==> src/drv_cal_pkg.sv <==
// How it works
// - Hardware reset starts auto calibration, 49 ohm target
// - Targets 38 to 80 ohm, separate PMOS/NMOS
// - Page 0x000A shows calibration control/status
// - Restart bit 15 self clears, then calibration
// - Bit 14 reads one when calibration done
// - Five-bit PMOS 12:8, NMOS 4:0 strengths
// - Finished calibration loads result strength codes
// - Latch bit 6 applies written strength, self clears
// - Select bit 5 picks PMOS or NMOS
// - Page 0x000B holds 3-bit PMOS/NMOS targets
// - Target code 011 both aims near 54 ohm
// - CRS, COL, RX_ER drive strength stays fixed
package drv_cal_pkg;

	// ---------------------------------------------
	// Register map (byte address = index * 4)
	// ---------------------------------------------
	localparam logic [7:0] IDX_PAGE = 8'h1d;
	localparam logic [7:0] IDX_DATA = 8'h1e;
	localparam logic [7:0] IDX_IRQ_STATUS = 8'h20;
	localparam logic [7:0] IDX_IRQ_MASK = 8'h21;
	localparam logic [7:0] IDX_SOFT_RESET = 8'h22;
	localparam logic [15:0] PAGE_CAL_CTRL = 16'h000a;
	localparam logic [15:0] PAGE_CAL_TARGET = 16'h000b;

	// ---------------------------------------------
	// Field positions
	// ---------------------------------------------
	localparam int BIT_RESTART = 15;
	localparam int BIT_DONE = 14;
	localparam int BIT_LATCH = 6;
	localparam int BIT_SELECT = 5;
	localparam int PMOS_LSB = 8;
	localparam int NMOS_LSB = 0;
	localparam int TGT_P_LSB = 4;
	localparam int TGT_N_LSB = 0;

	// ---------------------------------------------
	// Reset values and timing
	// ---------------------------------------------
	localparam logic [15:0] PAGE_RESET = 16'h0000;
	localparam logic [2:0] TARGET_RESET = 3'h2;
	localparam logic [4:0] STRENGTH_RESET = 5'h10;
	localparam logic [4:0] FIXED_STRENGTH = 5'h10;
	localparam int STEP_CYCLES = 4;

	typedef enum {CAL_IDLE, CAL_PEND, CAL_RUN, CAL_DONE} cal_state_t;

endpackage

==> src/drv_cal.sv <==
// Chosen here: the APB slave port.
`timescale 1ns/1ps
module drv_cal #(
	parameter int CODE_WIDTH = 5
) (
	input wire logic mclk,
	input wire logic reset,
	input wire logic psel,
	input wire logic penable,
	input wire logic pwrite,
	input wire logic [11:0] paddr,
	input wire logic [31:0] pwdata,
	output logic [31:0] prdata,
	output logic pready,
	output logic pslverr,
	input wire logic [CODE_WIDTH-1:0] compMeasure,
	output logic [CODE_WIDTH-1:0] pmosCode,
	output logic [CODE_WIDTH-1:0] nmosCode,
	output logic [CODE_WIDTH-1:0] fixedPinCode,
	output logic calBusy,
	output logic irq
);
	import drv_cal_pkg::*;

	// Elaboration guard: the engine, the register view and the search
	// arithmetic are all written for five-bit driver codes
	if (CODE_WIDTH != 5) begin : gBadWidth
		$error("drv_cal serves 5-bit codes only");
	end

	// ---------------------------------------------
	// Bus decode
	// ---------------------------------------------
	logic access;
	logic wrEn;
	logic rdEn;
	logic [9:0] idx;
	// Register fields, kept through anything but hardware reset
	logic [15:0] page;
	logic [2:0] tgtP;
	logic [2:0] tgtN;
	logic [4:0] strP;
	logic [4:0] strN;
	logic selBit;
	logic doneFlag;
	logic restartBit;
	logic [1:0] irqStatus;
	logic [1:0] irqMask;
	// Engine state
	logic [3:0] stepCnt;
	logic [4:0] searchP;
	logic [4:0] searchN;
	logic calFinish;
	cal_state_t state;

	// Access phase qualifiers; the slave never stalls, so every access
	// phase completes on its first edge and errors are never signalled
	assign access = psel && penable;
	assign wrEn = access && pwrite;
	assign rdEn = access && !pwrite;
	assign idx = paddr[11:2];
	assign pready = 1'b1; // Zero wait states
	assign pslverr = 1'b0;

	// Word index match; upper index bits must be zero, so no aliasing
	function automatic logic hit(input logic [9:0] a, input logic [7:0] r);
		hit = (a == {2'b00, r});
	endfunction

	// Paged writes: the page in force at the access edge picks the view
	logic ctrlWr;
	logic tgtWr;
	assign ctrlWr = wrEn && hit(idx, IDX_DATA) && page == PAGE_CAL_CTRL;
	assign tgtWr = wrEn && hit(idx, IDX_DATA) && page == PAGE_CAL_TARGET;

	// ---------------------------------------------
	// Page pointer
	// ---------------------------------------------
	// Soft reset leaves everything here alone on purpose; any 16-bit page
	// value is stored, unknown pages simply read back as zero
	always_ff @(posedge mclk or posedge reset) begin
		if (reset) begin
			page <= PAGE_RESET;
		end else if (wrEn && hit(idx, IDX_PAGE)) begin
			page <= pwdata[15:0];
		end
	end

	// Targets, three bits each side; both are taken in one write, so
	// software changing one side must write the other back unchanged
	always_ff @(posedge mclk or posedge reset) begin
		if (reset) begin
			tgtP <= TARGET_RESET;
			tgtN <= TARGET_RESET;
		end else if (tgtWr) begin
			tgtP <= pwdata[TGT_P_LSB +: 3];
			tgtN <= pwdata[TGT_N_LSB +: 3];
		end
	end

	// Select bit kept as ordinary storage for read back; the latch
	// itself uses the select value of its own write
	always_ff @(posedge mclk or posedge reset) begin
		if (reset) begin
			selBit <= 1'b0;
		end else if (ctrlWr) begin
			selBit <= pwdata[BIT_SELECT];
		end
	end

	// Restart bit: set by write, clears once engine accepts it. The set
	// wins over the clear, so a restart written in the pending cycle or
	// during a run is held and served after the run in progress
	always_ff @(posedge mclk or posedge reset) begin
		if (reset) begin
			restartBit <= 1'b0;
		end else if (ctrlWr && pwdata[BIT_RESTART]) begin
			restartBit <= 1'b1;
		end else if (state == CAL_PEND) begin
			restartBit <= 1'b0;
		end
	end

	// ---------------------------------------------
	// Calibration engine
	// ---------------------------------------------
	// Successive approach toward the comparator's code; a target code
	// offsets the goal so 3'h2 maps to the default 49 ohm point and
	// 3'h3 a slightly weaker drive near 54 ohm. The goal is clamped to
	// the code range at both ends: a wrapped goal would drive the
	// search to the wrong extreme.
	// Limitation: the goal follows compMeasure every cycle, so a noisy
	// comparator lengthens a run; no run timeout is built in.
	function automatic logic [4:0] aim(input logic [4:0] m, input logic [2:0] t);
		logic [6:0] s;
		s = {2'b00, m} + {4'h0, TARGET_RESET} - {4'h0, t};
		if (s[6]) begin
			aim = 5'h00;
		end else if (s[5]) begin
			aim = 5'h1f;
		end else begin
			aim = s[4:0];
		end
	endfunction

	logic [4:0] goalP;
	logic [4:0] goalN;
	assign goalP = aim(compMeasure, tgtP);
	assign goalN = aim(compMeasure, tgtN);

	// Sequencer: hardware reset enters RUN directly, so no write is
	// needed for the first run; a restart passes one PEND cycle, in
	// which the restart bit and the done flag both clear, and a
	// restart seen during a run waits for that run to finish
	always_ff @(posedge mclk or posedge reset) begin
		if (reset) begin
			state <= CAL_RUN;
		end else begin
			unique case (state)
				CAL_IDLE, CAL_DONE: begin
					if (restartBit) state <= CAL_PEND;
				end
				CAL_PEND: state <= CAL_RUN;
				CAL_RUN: begin
					if (calFinish) state <= CAL_DONE;
				end
			endcase
		end
	end

	// Finish only on a step edge with both sides at their goal, so the
	// codes stored are ones the search has held for a full step
	assign calFinish = state == CAL_RUN && stepCnt == 4'(STEP_CYCLES - 1) &&
		searchP == goalP && searchN == goalN;
	assign calBusy = state == CAL_RUN || state == CAL_PEND;

	// One code unit toward the goal, never past it
	function automatic logic [4:0] stepToward(input logic [4:0] cur, input logic [4:0] goal);
		if (cur < goal) begin
			stepToward = cur + 5'h01;
		end else if (cur > goal) begin
			stepToward = cur - 5'h01;
		end else begin
			stepToward = cur;
		end
	endfunction

	// Step the search codes one unit every few cycles; the pause lets
	// the pad and comparator settle before the next decision
	always_ff @(posedge mclk or posedge reset) begin
		if (reset) begin
			stepCnt <= 4'h0;
			searchP <= STRENGTH_RESET;
			searchN <= STRENGTH_RESET;
		end else if (state == CAL_RUN) begin
			stepCnt <= (stepCnt == 4'(STEP_CYCLES - 1)) ? 4'h0 : stepCnt + 4'h1;
			if (stepCnt == 4'(STEP_CYCLES - 1)) begin
				searchP <= stepToward(searchP, goalP);
				searchN <= stepToward(searchN, goalN);
			end
		end else begin
			stepCnt <= 4'h0;
		end
	end

	// Done flag drops at run start, rises with stored codes; a run
	// after hardware reset starts with the flag already low
	always_ff @(posedge mclk or posedge reset) begin
		if (reset) begin
			doneFlag <= 1'b0;
		end else if (calFinish) begin
			doneFlag <= 1'b1;
		end else if (state == CAL_PEND) begin
			doneFlag <= 1'b0;
		end
	end

	// Strength fields: engine result or manual latch. A finishing run
	// wins over a latch in the same cycle, since the run reports the
	// codes it was asked for; a later latch then replaces the selected side until the next run finishes
	always_ff @(posedge mclk or posedge reset) begin
		if (reset) begin
			strP <= STRENGTH_RESET;
			strN <= STRENGTH_RESET;
		end else if (calFinish) begin
			strP <= searchP;
			strN <= searchN;
		end else if (ctrlWr && pwdata[BIT_LATCH]) begin
			if (pwdata[BIT_SELECT]) begin
				strP <= pwdata[PMOS_LSB +: 5];
			end else begin
				strN <= pwdata[NMOS_LSB +: 5];
			end
		end
	end

	// Driver codes leave from flops; status pins never calibrated
	assign pmosCode = strP;
	assign nmosCode = strN;
	assign fixedPinCode = FIXED_STRENGTH;

	// ---------------------------------------------
	// Interrupts
	// ---------------------------------------------
	// Bit0 calibration done, bit1 manual latch; set wins over read-clear.
	// The clear comes from the access phase of a status read, one cycle
	// after the read data was captured, so an event set at the capture edge is lost unseen
	logic latchEvt;
	logic stRead;
	assign latchEvt = ctrlWr && pwdata[BIT_LATCH];
	assign stRead = rdEn && hit(idx, IDX_IRQ_STATUS);

	always_ff @(posedge mclk or posedge reset) begin
		if (reset) begin
			irqStatus <= 2'b00;
		end else begin
			irqStatus[0] <= calFinish || (irqStatus[0] && !stRead);
			irqStatus[1] <= latchEvt || (irqStatus[1] && !stRead);
		end
	end

	// Mask: a set bit lets the matching status bit reach irq
	always_ff @(posedge mclk or posedge reset) begin
		if (reset) begin
			irqMask <= 2'b00;
		end else if (wrEn && hit(idx, IDX_IRQ_MASK)) begin
			irqMask <= pwdata[1:0];
		end
	end

	// Level interrupt, high while any unmasked status bit stands
	assign irq = |(irqStatus & irqMask);

	// ---------------------------------------------
	// Read data
	// ---------------------------------------------
	// Latch bit reads zero: it never holds state, and reserved bits
	// read zero whatever was written to them
	function automatic logic [15:0] pageView(input logic [15:0] p);
		if (p == PAGE_CAL_CTRL) begin
			pageView = {restartBit, doneFlag, 1'b0, strP, 1'b0, 1'b0, selBit, strN};
		end else if (p == PAGE_CAL_TARGET) begin
			pageView = {9'h000, tgtP, 1'b0, tgtN};
		end else begin
			pageView = 16'h0000;
		end
	endfunction

	// Read data captured in the setup cycle and held to the next read;
	// the access phase then returns a settled word
	always_ff @(posedge mclk or posedge reset) begin
		if (reset) begin
			prdata <= 32'h00000000;
		end else if (psel && !penable && !pwrite) begin
			if (hit(idx, IDX_PAGE)) prdata <= {16'h0000, page};
			else if (hit(idx, IDX_DATA)) prdata <= {16'h0000, pageView(page)};
			else if (hit(idx, IDX_IRQ_STATUS)) prdata <= {30'h0, irqStatus};
			else if (hit(idx, IDX_IRQ_MASK)) prdata <= {30'h0, irqMask};
			else prdata <= 32'h00000000;
		end
	end

endmodule

==> config.mk <==
export PLATFORM = sky130hd
export DESIGN_NAME = drv_cal
export DESIGN_NICKNAME = d
export VERILOG_FILES = /design/src/drv_cal_pkg.sv /design/src/drv_cal.sv
export SDC_FILE = /design/constraint.sdc
export NUM_CORES = 1
export LEC_CHECK = 0
export BUFFER_PORTS_ARGS = -buffer_cell sky130_fd_sc_hd__buf_2
export CAP_MARGIN = 25
export CORE_AREA = 2 2 76 133
export CTS_CLUSTER_DIAMETER = 60
export CTS_CLUSTER_SIZE = 14
export DETAILED_ROUTE_END_ITERATION = 7
export DIE_AREA = 0 0 78 135
export GPL_TIMING_DRIVEN = 0
export PLACE_DENSITY = 0.75
export SLEW_MARGIN = 40
export SYNTH_ARGS = -nofsm -noshare
export SYNTH_HDL_FRONTEND = slang
export SYNTH_SLANG_ARGS = --single-unit
==> constraint.sdc <==
create_clock -name mclk -period 3.9 [get_ports mclk]
set_input_delay 0 -clock mclk [delete_from_list [all_inputs] [get_ports mclk]]
set_output_delay 0 -clock mclk [all_outputs]
set_load 0.01 [all_outputs]
==> results summary, run 1 <==
The aggregate global-route resource usage is 22.90%. The total number of H-tree levels is 3. The count of cells in the finished layout, fillers not included, comes to 709. The first global-routing pass estimated 18830 um of wire. The initial antenna violation count was 0.

The maximum clock frequency came out at 0.2552 GHz. The ratio of total power to cell area is 500.0 nW/um^2. TritonCTS built the clock tree. The worst slew margin relative to its limit is 54.92%.

The final number of max-transition violations is 0. The largest fanout of any net on the critical path is 3. In this run the deepest clock path goes through 2 buffers. Before antenna repair, the detailed router went through 4 iterations. The total area inside the core boundary comes to 9409 um^2. The library cells used most frequently in the layout, excluding fill and tap cells, are sky130_fd_sc_hd__buf_2, sky130_fd_sc_hd__dfrtp_1, sky130_fd_sc_hd__buf_4, sky130_fd_sc_hd__nor2_1, sky130_fd_sc_hd__nand2_1.

The post-route netlist has 35.09% of its cells at a drive strength greater than 1. Synthesis handed over a netlist of 458 instances. Combinational cells account for 41.5% of the total power.

The static leakage came out at 2.814 nW. The overall overflow remaining after global route came out at 0. The post-detailed-route via-to-cell ratio is 5.564.

The analysis attributes to net switching a power of 1.006 mW. The placer congestion estimate is 0.8485. The average cell area after synthesis came out at 9.944 um^2. The slack of the worst reg-to-reg path is -0.02 ns.

Clock tree synthesis selected as its root buffer the cell sky130_fd_sc_hd__clkbuf_16. The number of vias in the routed layout came out at 3945. Including well taps, the total number of placed cells is 663. The HPWL reported at the end of detailed placement is 8948 um. The horizontal extent of the die came out at 78 um.

In the synthesized netlist the dominant register cell turns out to be sky130_fd_sc_hd__dfrtp_1. Sequential elements use 39.20% of the synthesized area. The routed length per instance came out at 16.91 um. The worst endpoint data arrival time came out at 4.18 ns. The final routed DRC violation total came out at 0. The post-synthesis instance area is 4554 um^2. The completed layout was analyzed and its total power is 2.913 mW.

Counting every sink on the clock net gives 71. The clock network latency to the later pin of the worst-skew pair came out at 0.34 ns. The shortest period the worst path allows is 3.918 ns. The repair_antennas step left the layout with diodes totalling 0. Setup repair after global routing could not meet its margin everywhere. The total wire length after detailed routing came out at 11990 um. By area the synthesized netlist is led by sky130_fd_sc_hd__dfrtp_1, sky130_fd_sc_hd__ha_1, sky130_fd_sc_hd__mux2_4.

The part of the total power dissipated in the clock network came out at 26.3%. Between clock sinks in the finished design, the worst skew comes to 0.005097 ns. The relative contribution of sequential cells to total power is 32.1%. The largest area contributor in the netlist is sky130_fd_sc_hd__dfrtp_1. The final period utilization is 100.5%. The switching power share of the total came out at 34.52%. STA classifies the critical path endpoint as a register. The critical path is of the register to register type. Entering global routing, the biggest net connects 54 pins. The clock transition at the registers of the reported paths came out at 0.06 ns. Relative to the synthesized area, the layout overhead comes to 27.91%. The share of synthesized area in the top cell type comes to 35.16%. Across the run, the number of max-cap violations was 0. The fraction of registers with async set or reset after synthesis came out at 100.0%. The number of buffers added by the clock tree synthesis step came out at 9.

Hold is met by 0.06802 ns. The count of different cell masters after synthesis came out at 58. The number of failing setup endpoints in the final timing report came out at 1. The number of enable flip-flop cells after synthesis is 0. The post-layout net count came out at 667. The number of failing hold endpoints at the final stage is 0. The height of the die is 135 um.

The number of I/O pins came out at 105. The remaining number of nets flagged by the antenna check after routing came out at 0. The pin slew with the least headroom to its limit came out at 0.6669 ns.

The final worst-path setup slack came out at -0.01815 ns. The worst min-delay path class is primary input to register. After synthesis the netlist holds a flip-flop and latch count of 71. The number of global-route vias before repair is 3963. The number of input and output port buffers inserted is 61.

The starting density of the core is 48.40%. The endpoint required time on the critical path came out at 4.16 ns. The area of the die is 10530 um^2.

The total number of yosys warnings came out at 0. STA classifies the critical path startpoint as a register. The final reports fail on negative setup slack. The flow ran to the end, but the final reports show violations.

The internal power component is 1.907 mW. In this run the core area contains 47 standard-cell rows. The initial DRC count came out at 270. The largest vdd supply drop came out at 304.5 uV.
[cells by family (layout without fill, tap and decap cells)]
| kind of cell | Yosys count | in the layout | synth area share, % |
|---|---|---|---|
| buf+inv | 67 | 175 | 8.022 |
| xor+xnor | 13 | 13 | 2.500 |
| flops | 71 | 71 | 39.20 |
| fa+ha+maj | 31 | 31 | 9.176 |
| mux | 37 | 37 | 10.19 |
| simple gates | 135 | 135 | 16.40 |
| other cells | 2 | 23 | 0.1649 |
| compound gates | 102 | 102 | 14.34 |
[final cells by class]
cell class / instances / area, um^2
fillers: 778 / 3583
multi-input cells: 341 / 2640
flip-flops and latches: 71 / 1785
repair buffers: 92 / 601.8
plain buffers: 43 / 275.3
clock buffers: 9 / 225.2
well taps: 122 / 152.6
inverters: 24 / 97.59
clock inverters: 7 / 47.55
[worst paths after layout]
path	from	end	depth (start not counted)
min reg2reg	stepCnt[0]$_DFF_PP0_	stepCnt[0]$_DFF_PP0_	1
min	pwrite	irqStatus[1]$_DFF_PP0_	5
max	tgtP[1]$_DFFE_PP1P_	searchP[4]$_DFFE_PP1P_	18
min in group asynchronous	reset	prdata[12]$_DFFE_PP0P_	3
max reg2reg	tgtP[1]$_DFFE_PP1P_	searchP[4]$_DFFE_PP1P_	18
max in group asynchronous	reset	tgtN[1]$_DFFE_PP1P_	4
[sequential cells by signal, indices dropped and copies added (netlist names), 2 cells and up]
signal     count
tgtP           3
pmosCode       5
searchN        5
tgtN           3
searchP        5
nmosCode       5
page          16
state          2
prdata        16
irqMask        2
stepCnt        4
irqStatus      2
[power by group through the flow]
stage	clock [mW]	combinational [mW]	sequential (mW)
after global routing	0.797	1.34	0.944
after detailed placement	0	0.847	0.940
final	0.767	1.21	0.936
after global placement	0	0.787	0.934
after floorplan	0	0.648	0.922
after CTS	0.765	0.983	0.930
[routing by layer]
layer | up-vias | share of wire, % | wire length [um] | GRT usage [%]
li1 | 1841 | - | - | -
met1 | 1920 | 36 | 4318 | 22.84
met2 | 150 | 54 | 6522 | 44.01
met3 | 34 | 4.4 | 525 | 3.008
met4 | 0 | 5.2 | 621 | 13.55
met5 | - | 0 | 0 | 0
[Yosys cell counts (all sizes together), types with 6 or more instances]
| library cell | n |
|---|---|
| and2 | 6 |
| xor2 | 6 |
| o21ai | 32 |
| dfstp | 7 |
| mux2i | 7 |
| mux2 | 30 |
| a21oi | 20 |
| and3 | 6 |
| clkbuf | 15 |
| nor3 | 8 |
| a31oi | 10 |
| a21o | 11 |
| buf | 28 |
| xnor2 | 7 |
| nand2 | 30 |
| ha | 27 |
| nand3 | 19 |
| inv | 24 |
| nor2 | 37 |
| a221oi | 11 |
| dfrtp | 64 |
[worst max-delay path: stages, from the launching register on]
cell and delay [ns]:
sky130_fd_sc_hd__dfstp_2 0.56, sky130_fd_sc_hd__inv_4 0.05, sky130_fd_sc_hd__ha_4 0.25, sky130_fd_sc_hd__nor2b_4 0.14, sky130_fd_sc_hd__o21a_1 0.21, sky130_fd_sc_hd__nor2_2 0.07, sky130_fd_sc_hd__o221a_2 0.30, sky130_fd_sc_hd__o211ai_1 0.32
sky130_fd_sc_hd__ha_1 0.33, sky130_fd_sc_hd__and3_4 0.21, sky130_fd_sc_hd__o21ai_4 0.07, sky130_fd_sc_hd__nand2_2 0.11, sky130_fd_sc_hd__buf_6 0.13, sky130_fd_sc_hd__ha_4 0.21, sky130_fd_sc_hd__a21o_1 0.17, sky130_fd_sc_hd__a21o_1 0.19
sky130_fd_sc_hd__a211o_1 0.22, sky130_fd_sc_hd__a21o_1 0.16, sky130_fd_sc_hd__xnor2_1 0.15
[per-stage QoR]
stage	TNS, ns	setup slack, ns	utilization [%]	cell area (um^2)
6_report	-0.01815	-0.01815	61.91	5826
5_1_grt	-0.3577	-0.1444	61.91	5826
4_1_cts	-0.03974	-0.03974	60.15	5659
3_5_place_dp	-1.181	-0.5761	54.45	5124
3_3_place_gp	-0.6499	-0.4540	54.11	5091
2_1_floorplan	0	0.06241	-	4633
[what timing repair did]
| item | in CTS | in global routing |
|---|---|---|
| hold buffers | 16 | 0 |
| pin swaps | 14 | 27 |
| resized for setup | 23 | 22 |
| buffers inserted | 4 | 10 |
| endpoints found under the hold margin | 96 | 0 |
| setup endpoints to repair | 5 | 4 |
Note: power is estimated with default switching activity, not from simulation.
==> run 2, diff against run 1 <==
--- a/config.mk
+++ b/config.mk
@@ -7,11 +7,11 @@
 export LEC_CHECK = 0
 export BUFFER_PORTS_ARGS = -buffer_cell sky130_fd_sc_hd__buf_2
 export CAP_MARGIN = 25
-export CORE_AREA = 2 2 76 133
+export CORE_AREA = 2 2 100 102
 export CTS_CLUSTER_DIAMETER = 60
 export CTS_CLUSTER_SIZE = 14
 export DETAILED_ROUTE_END_ITERATION = 7
-export DIE_AREA = 0 0 78 135
+export DIE_AREA = 0 0 102 104
 export GPL_TIMING_DRIVEN = 0
 export PLACE_DENSITY = 0.75
 export SLEW_MARGIN = 40
==> run 2 against run 1 <==
Net effect: the flow now finishes without violations; clock power shrank 27%; die area grew 0.74%; sequential cell count is the same; via count down 3.6%; fmax up 1.9%; clock-buffer cell count unchanged; first-iteration DRC count down 31%; global-route usage decreased by 2.5 points.
==> results summary, run 2 (same netlist as run 1, synthesis figures left out) <==
The share of the core filled with cells in the final layout was 59.93% (was 61.91%). The first-pass iteration count of the detailed router came out at 8 (was 4). The ratio of total power to cell area came to 447.6 nW/um^2 (was 500.0 nW/um^2). The area of the die is 10610 um^2 (was 10530 um^2). The final worst-path setup slack came out at 0.05580 ns (was -0.01815 ns). The number of buffers added by the clock tree synthesis step was 9 (unchanged).

The number of fill cells came out at 822 (was 778). The maximum count of clock buffers along a single path is 2 (unchanged). The aggregate global-route resource usage was 20.36% (was 22.90%). The clock network latency to the later pin of the worst-skew pair is 0.35 ns (was 0.34 ns). The final period utilization was 98.57% (was 100.5%). The gate family responsible for the most delay along the worst path is compound AO/OA/AOI/OAI gates (unchanged). Result of the run: completed (was finished with violations). The number of rows in the core area is 36 (was 47). The endpoint required time on the critical path came to 4.18 ns (was 4.16 ns).

The total wire length after detailed routing came to 10980 um (was 11990 um). The worst endpoint data arrival time came out at 4.12 ns (was 4.18 ns). The maximum number of pins on one net before global-route repair is 57 (was 54). The clock transition at the registers of the reported paths was 0.07 ns (was 0.06 ns). The post-layout net count came out at 661 (was 667). The post-detailed-route via-to-cell ratio was 5.328 (was 5.564). The number of global-route vias before repair came to 3536 (was 3963).

The number of I/O pins came out at 105 (unchanged). Highest-count cells in the layout ignoring fill and taps: sky130_fd_sc_hd__buf_2, sky130_fd_sc_hd__dfrtp_1, sky130_fd_sc_hd__nor2_1, sky130_fd_sc_hd__buf_4, sky130_fd_sc_hd__nand2_1 (was sky130_fd_sc_hd__buf_2, sky130_fd_sc_hd__dfrtp_1, sky130_fd_sc_hd__buf_4, sky130_fd_sc_hd__nor2_1, sky130_fd_sc_hd__nand2_1). The final routed DRC violation total was 0 (unchanged).

The standard cell core area came out at 9549 um^2 (was 9409 um^2). The horizontal extent of the die is 102 um (was 78 um). The starting density of the core was 47.69% (was 48.40%).

The placer congestion estimate came out at 0.8646 (was 0.8485). The slowest library cell on the worst path is sky130_fd_sc_hd__dfstp_2 (unchanged). The number of failing hold endpoints at the final stage came out at 0 (unchanged).

The largest vdd supply drop came out at 215.0 uV (was 304.5 uV). The kind of end point of the critical path is a register (unchanged). The largest fanout of any net on the critical path is 3 (unchanged). Crit-path cells: inv_4, ha_4, nor2b_4, o21a_1, nor3_2, o221a_2, o211ai_1, ha_1, and3_4, o21ai_4, nand2_2, fa_2, a21o_1, a21o_1, a211o_1, a21o_1, xnor2_1 (was inv_4, ha_4, nor2b_4, o21a_1, nor2_2, o221a_2, o211ai_1, ha_1, and3_4, o21ai_4, nand2_2, buf_6, ha_4, a21o_1, a21o_1, a211o_1, a21o_1, xnor2_1). The sequential standard cell area is 1785 um^2 (unchanged). The largest incremental delay on the critical path came out at 0.56 ns (about the same). The initial DRC count is 185 (was 270). The first-pass GRT wire length is 17110 um (was 18830 um). The reported max-cap violation count is 0 (unchanged). The fraction of layout instances using a drive strength above 1 came to 34.25% (was 35.09%). The critical path class is register to register (unchanged).

The routed length per instance is 15.38 um (was 16.91 um). The maximum clock frequency was 0.2601 GHz (was 0.2552 GHz). Setup repair after global routing missed its margin: true (unchanged). The HPWL reported at the end of detailed placement is 8084 um (was 8948 um). The cell seen most often among critical-path stages is sky130_fd_sc_hd__a21o_1 (unchanged). The remaining number of nets flagged by the antenna check after routing is 0 (unchanged). Registers with the most flip-flops: page x16, prdata x16 (unchanged). The number of input and output port buffers inserted came out at 61 (unchanged). The master cell of the clock root buffer is sky130_fd_sc_hd__clkbuf_8 (was sky130_fd_sc_hd__clkbuf_16). The worst slew margin relative to its limit came to 48.67% (was 54.92%). The pin slew with the least headroom to its limit came to 0.7593 ns (was 0.6669 ns). The total number of H-tree levels is 3 (unchanged). The number of failing setup endpoints in the final timing report came out at 0 (was 1).

The overall overflow remaining after global route was 0 (unchanged). The launching element type of the critical path is a register (unchanged). The summed negative setup slack over all endpoints is 0 ns (was -0.01815 ns). The initial antenna violation count came out at 0 (unchanged). The final number of max-transition violations is 0 (unchanged).

The footprint of the multi-input gates is 2658 um^2 (was 2640 um^2). The number of buffers and inverters on the critical path came out at 1 (was 2). The shortest period the worst path allows is 3.844 ns (was 3.918 ns). The static leakage is 2.764 nW (was 2.814 nW). The worst min-delay path class was primary input to register (unchanged).

The final worst clock skew was 0.008949 ns (was 0.005097 ns). The number of vias in the routed layout came to 3804 (was 3945). The worst setup slack before clock tree synthesis came out at -0.4325 ns (was -0.5761 ns). The area overhead of the layout relative to synthesis came to 25.66% (was 27.91%).

The height of the die came out at 104 um (was 135 um). The final antenna diode count is 0 (unchanged). The CTS tree is done (unchanged). The number of clock sinks is 71 (unchanged).
==> run 2: cell count changes in the layout (fill, tap and decap cells not counted), sizes merged <==
cell | before | now
bufinv | 0 | 1
buf | 104 | 98
inv | 26 | 24
clkinvlp | 2 | 0
clkinv | 3 | 6
==> run 2: report_power, final <==
group | leakage, nW | internal, mW | switching [mW]
registers | 0.919 | 0.829 | 0.104
logic | 1.74 | 0.551 | 0.519
clock network | 0.103 | 0.290 | 0.269
total | 2.76 | 1.67 | 0.891
==> run 2: worst paths after layout <==
kind                       cells after the start                      to                 start  slack [ns]
setup / recovery                              17  searchP[4]$_DFFE_PP1P_   tgtP[1]$_DFFE_PP1P_        0.06
max in group asynchronous                      4     tgtN[1]$_DFFE_PP1P_                 reset        3.24
setup reg to reg                              17  searchP[4]$_DFFE_PP1P_   tgtP[1]$_DFFE_PP1P_        0.06
min in group asynchronous                      3    state[0]$_DFFE_PP0P_                 reset        0.10
hold / removal                                 4   prdata[7]$_DFFE_PP0P_               penable        0.04
hold reg to reg                                1    stepCnt[0]$_DFF_PP0_  stepCnt[0]$_DFF_PP0_        0.47
==> run 2: layout make-up <==
class | instances | area share, %
Multi-Input combinational cell | 341 | 46.44
Timing Repair Buffer | 86 | 9.663
Sequential cell | 71 | 31.20
Buffer | 43 | 4.810
Tap cell | 133 | 2.908
Clock buffer | 9 | 2.164
Clock inverter | 7 | 1.115
Inverter | 24 | 1.705
==> run 2: routing by layer <==
metal	track usage, %	share of wire [%]	vias up
met5	0	0	-
li1	-	-	1837
met4	5.429	1.6	0
met1	26.49	43	1819
met2	34.77	51	132
met3	3.427	4.7	16
==> run 2: stage by stage <==
stage                     hold slack (ns)  instance area (um^2)  cells  power, mW
after floorplan                    0.1271                  4633    479      1.570
after global placement             0.2329                  5105    673      1.727
after detailed placement         -0.06511                  5137    674      1.796
after CTS                         0.02536                  5537    708      2.420
after global routing              0.05223                  5723    714      2.731
final                             0.04227                  5723    714      2.562
==> run 2: worst register-to-register path: cells and delay by family (launching register included) <==
kind,cells,cell delay [ns]
AOI/OAI and AO/OA,8,1.42
adders and majority gates,3,0.95
and+or+nand+nor,4,0.64
DFF,1,0.56
xor gates and xnor gates,1,0.15
buffers and inverters,1,0.05
==> run 2: what timing repair did <==
action | CTS | global route
buffers inserted | 2 | 6
hold buffers | 16 | 0
gates resized for setup | 14 | 33
hold endpoints to repair | 98 | 0
pin swaps | 2 | 28
endpoints found under the setup margin | 4 | 3
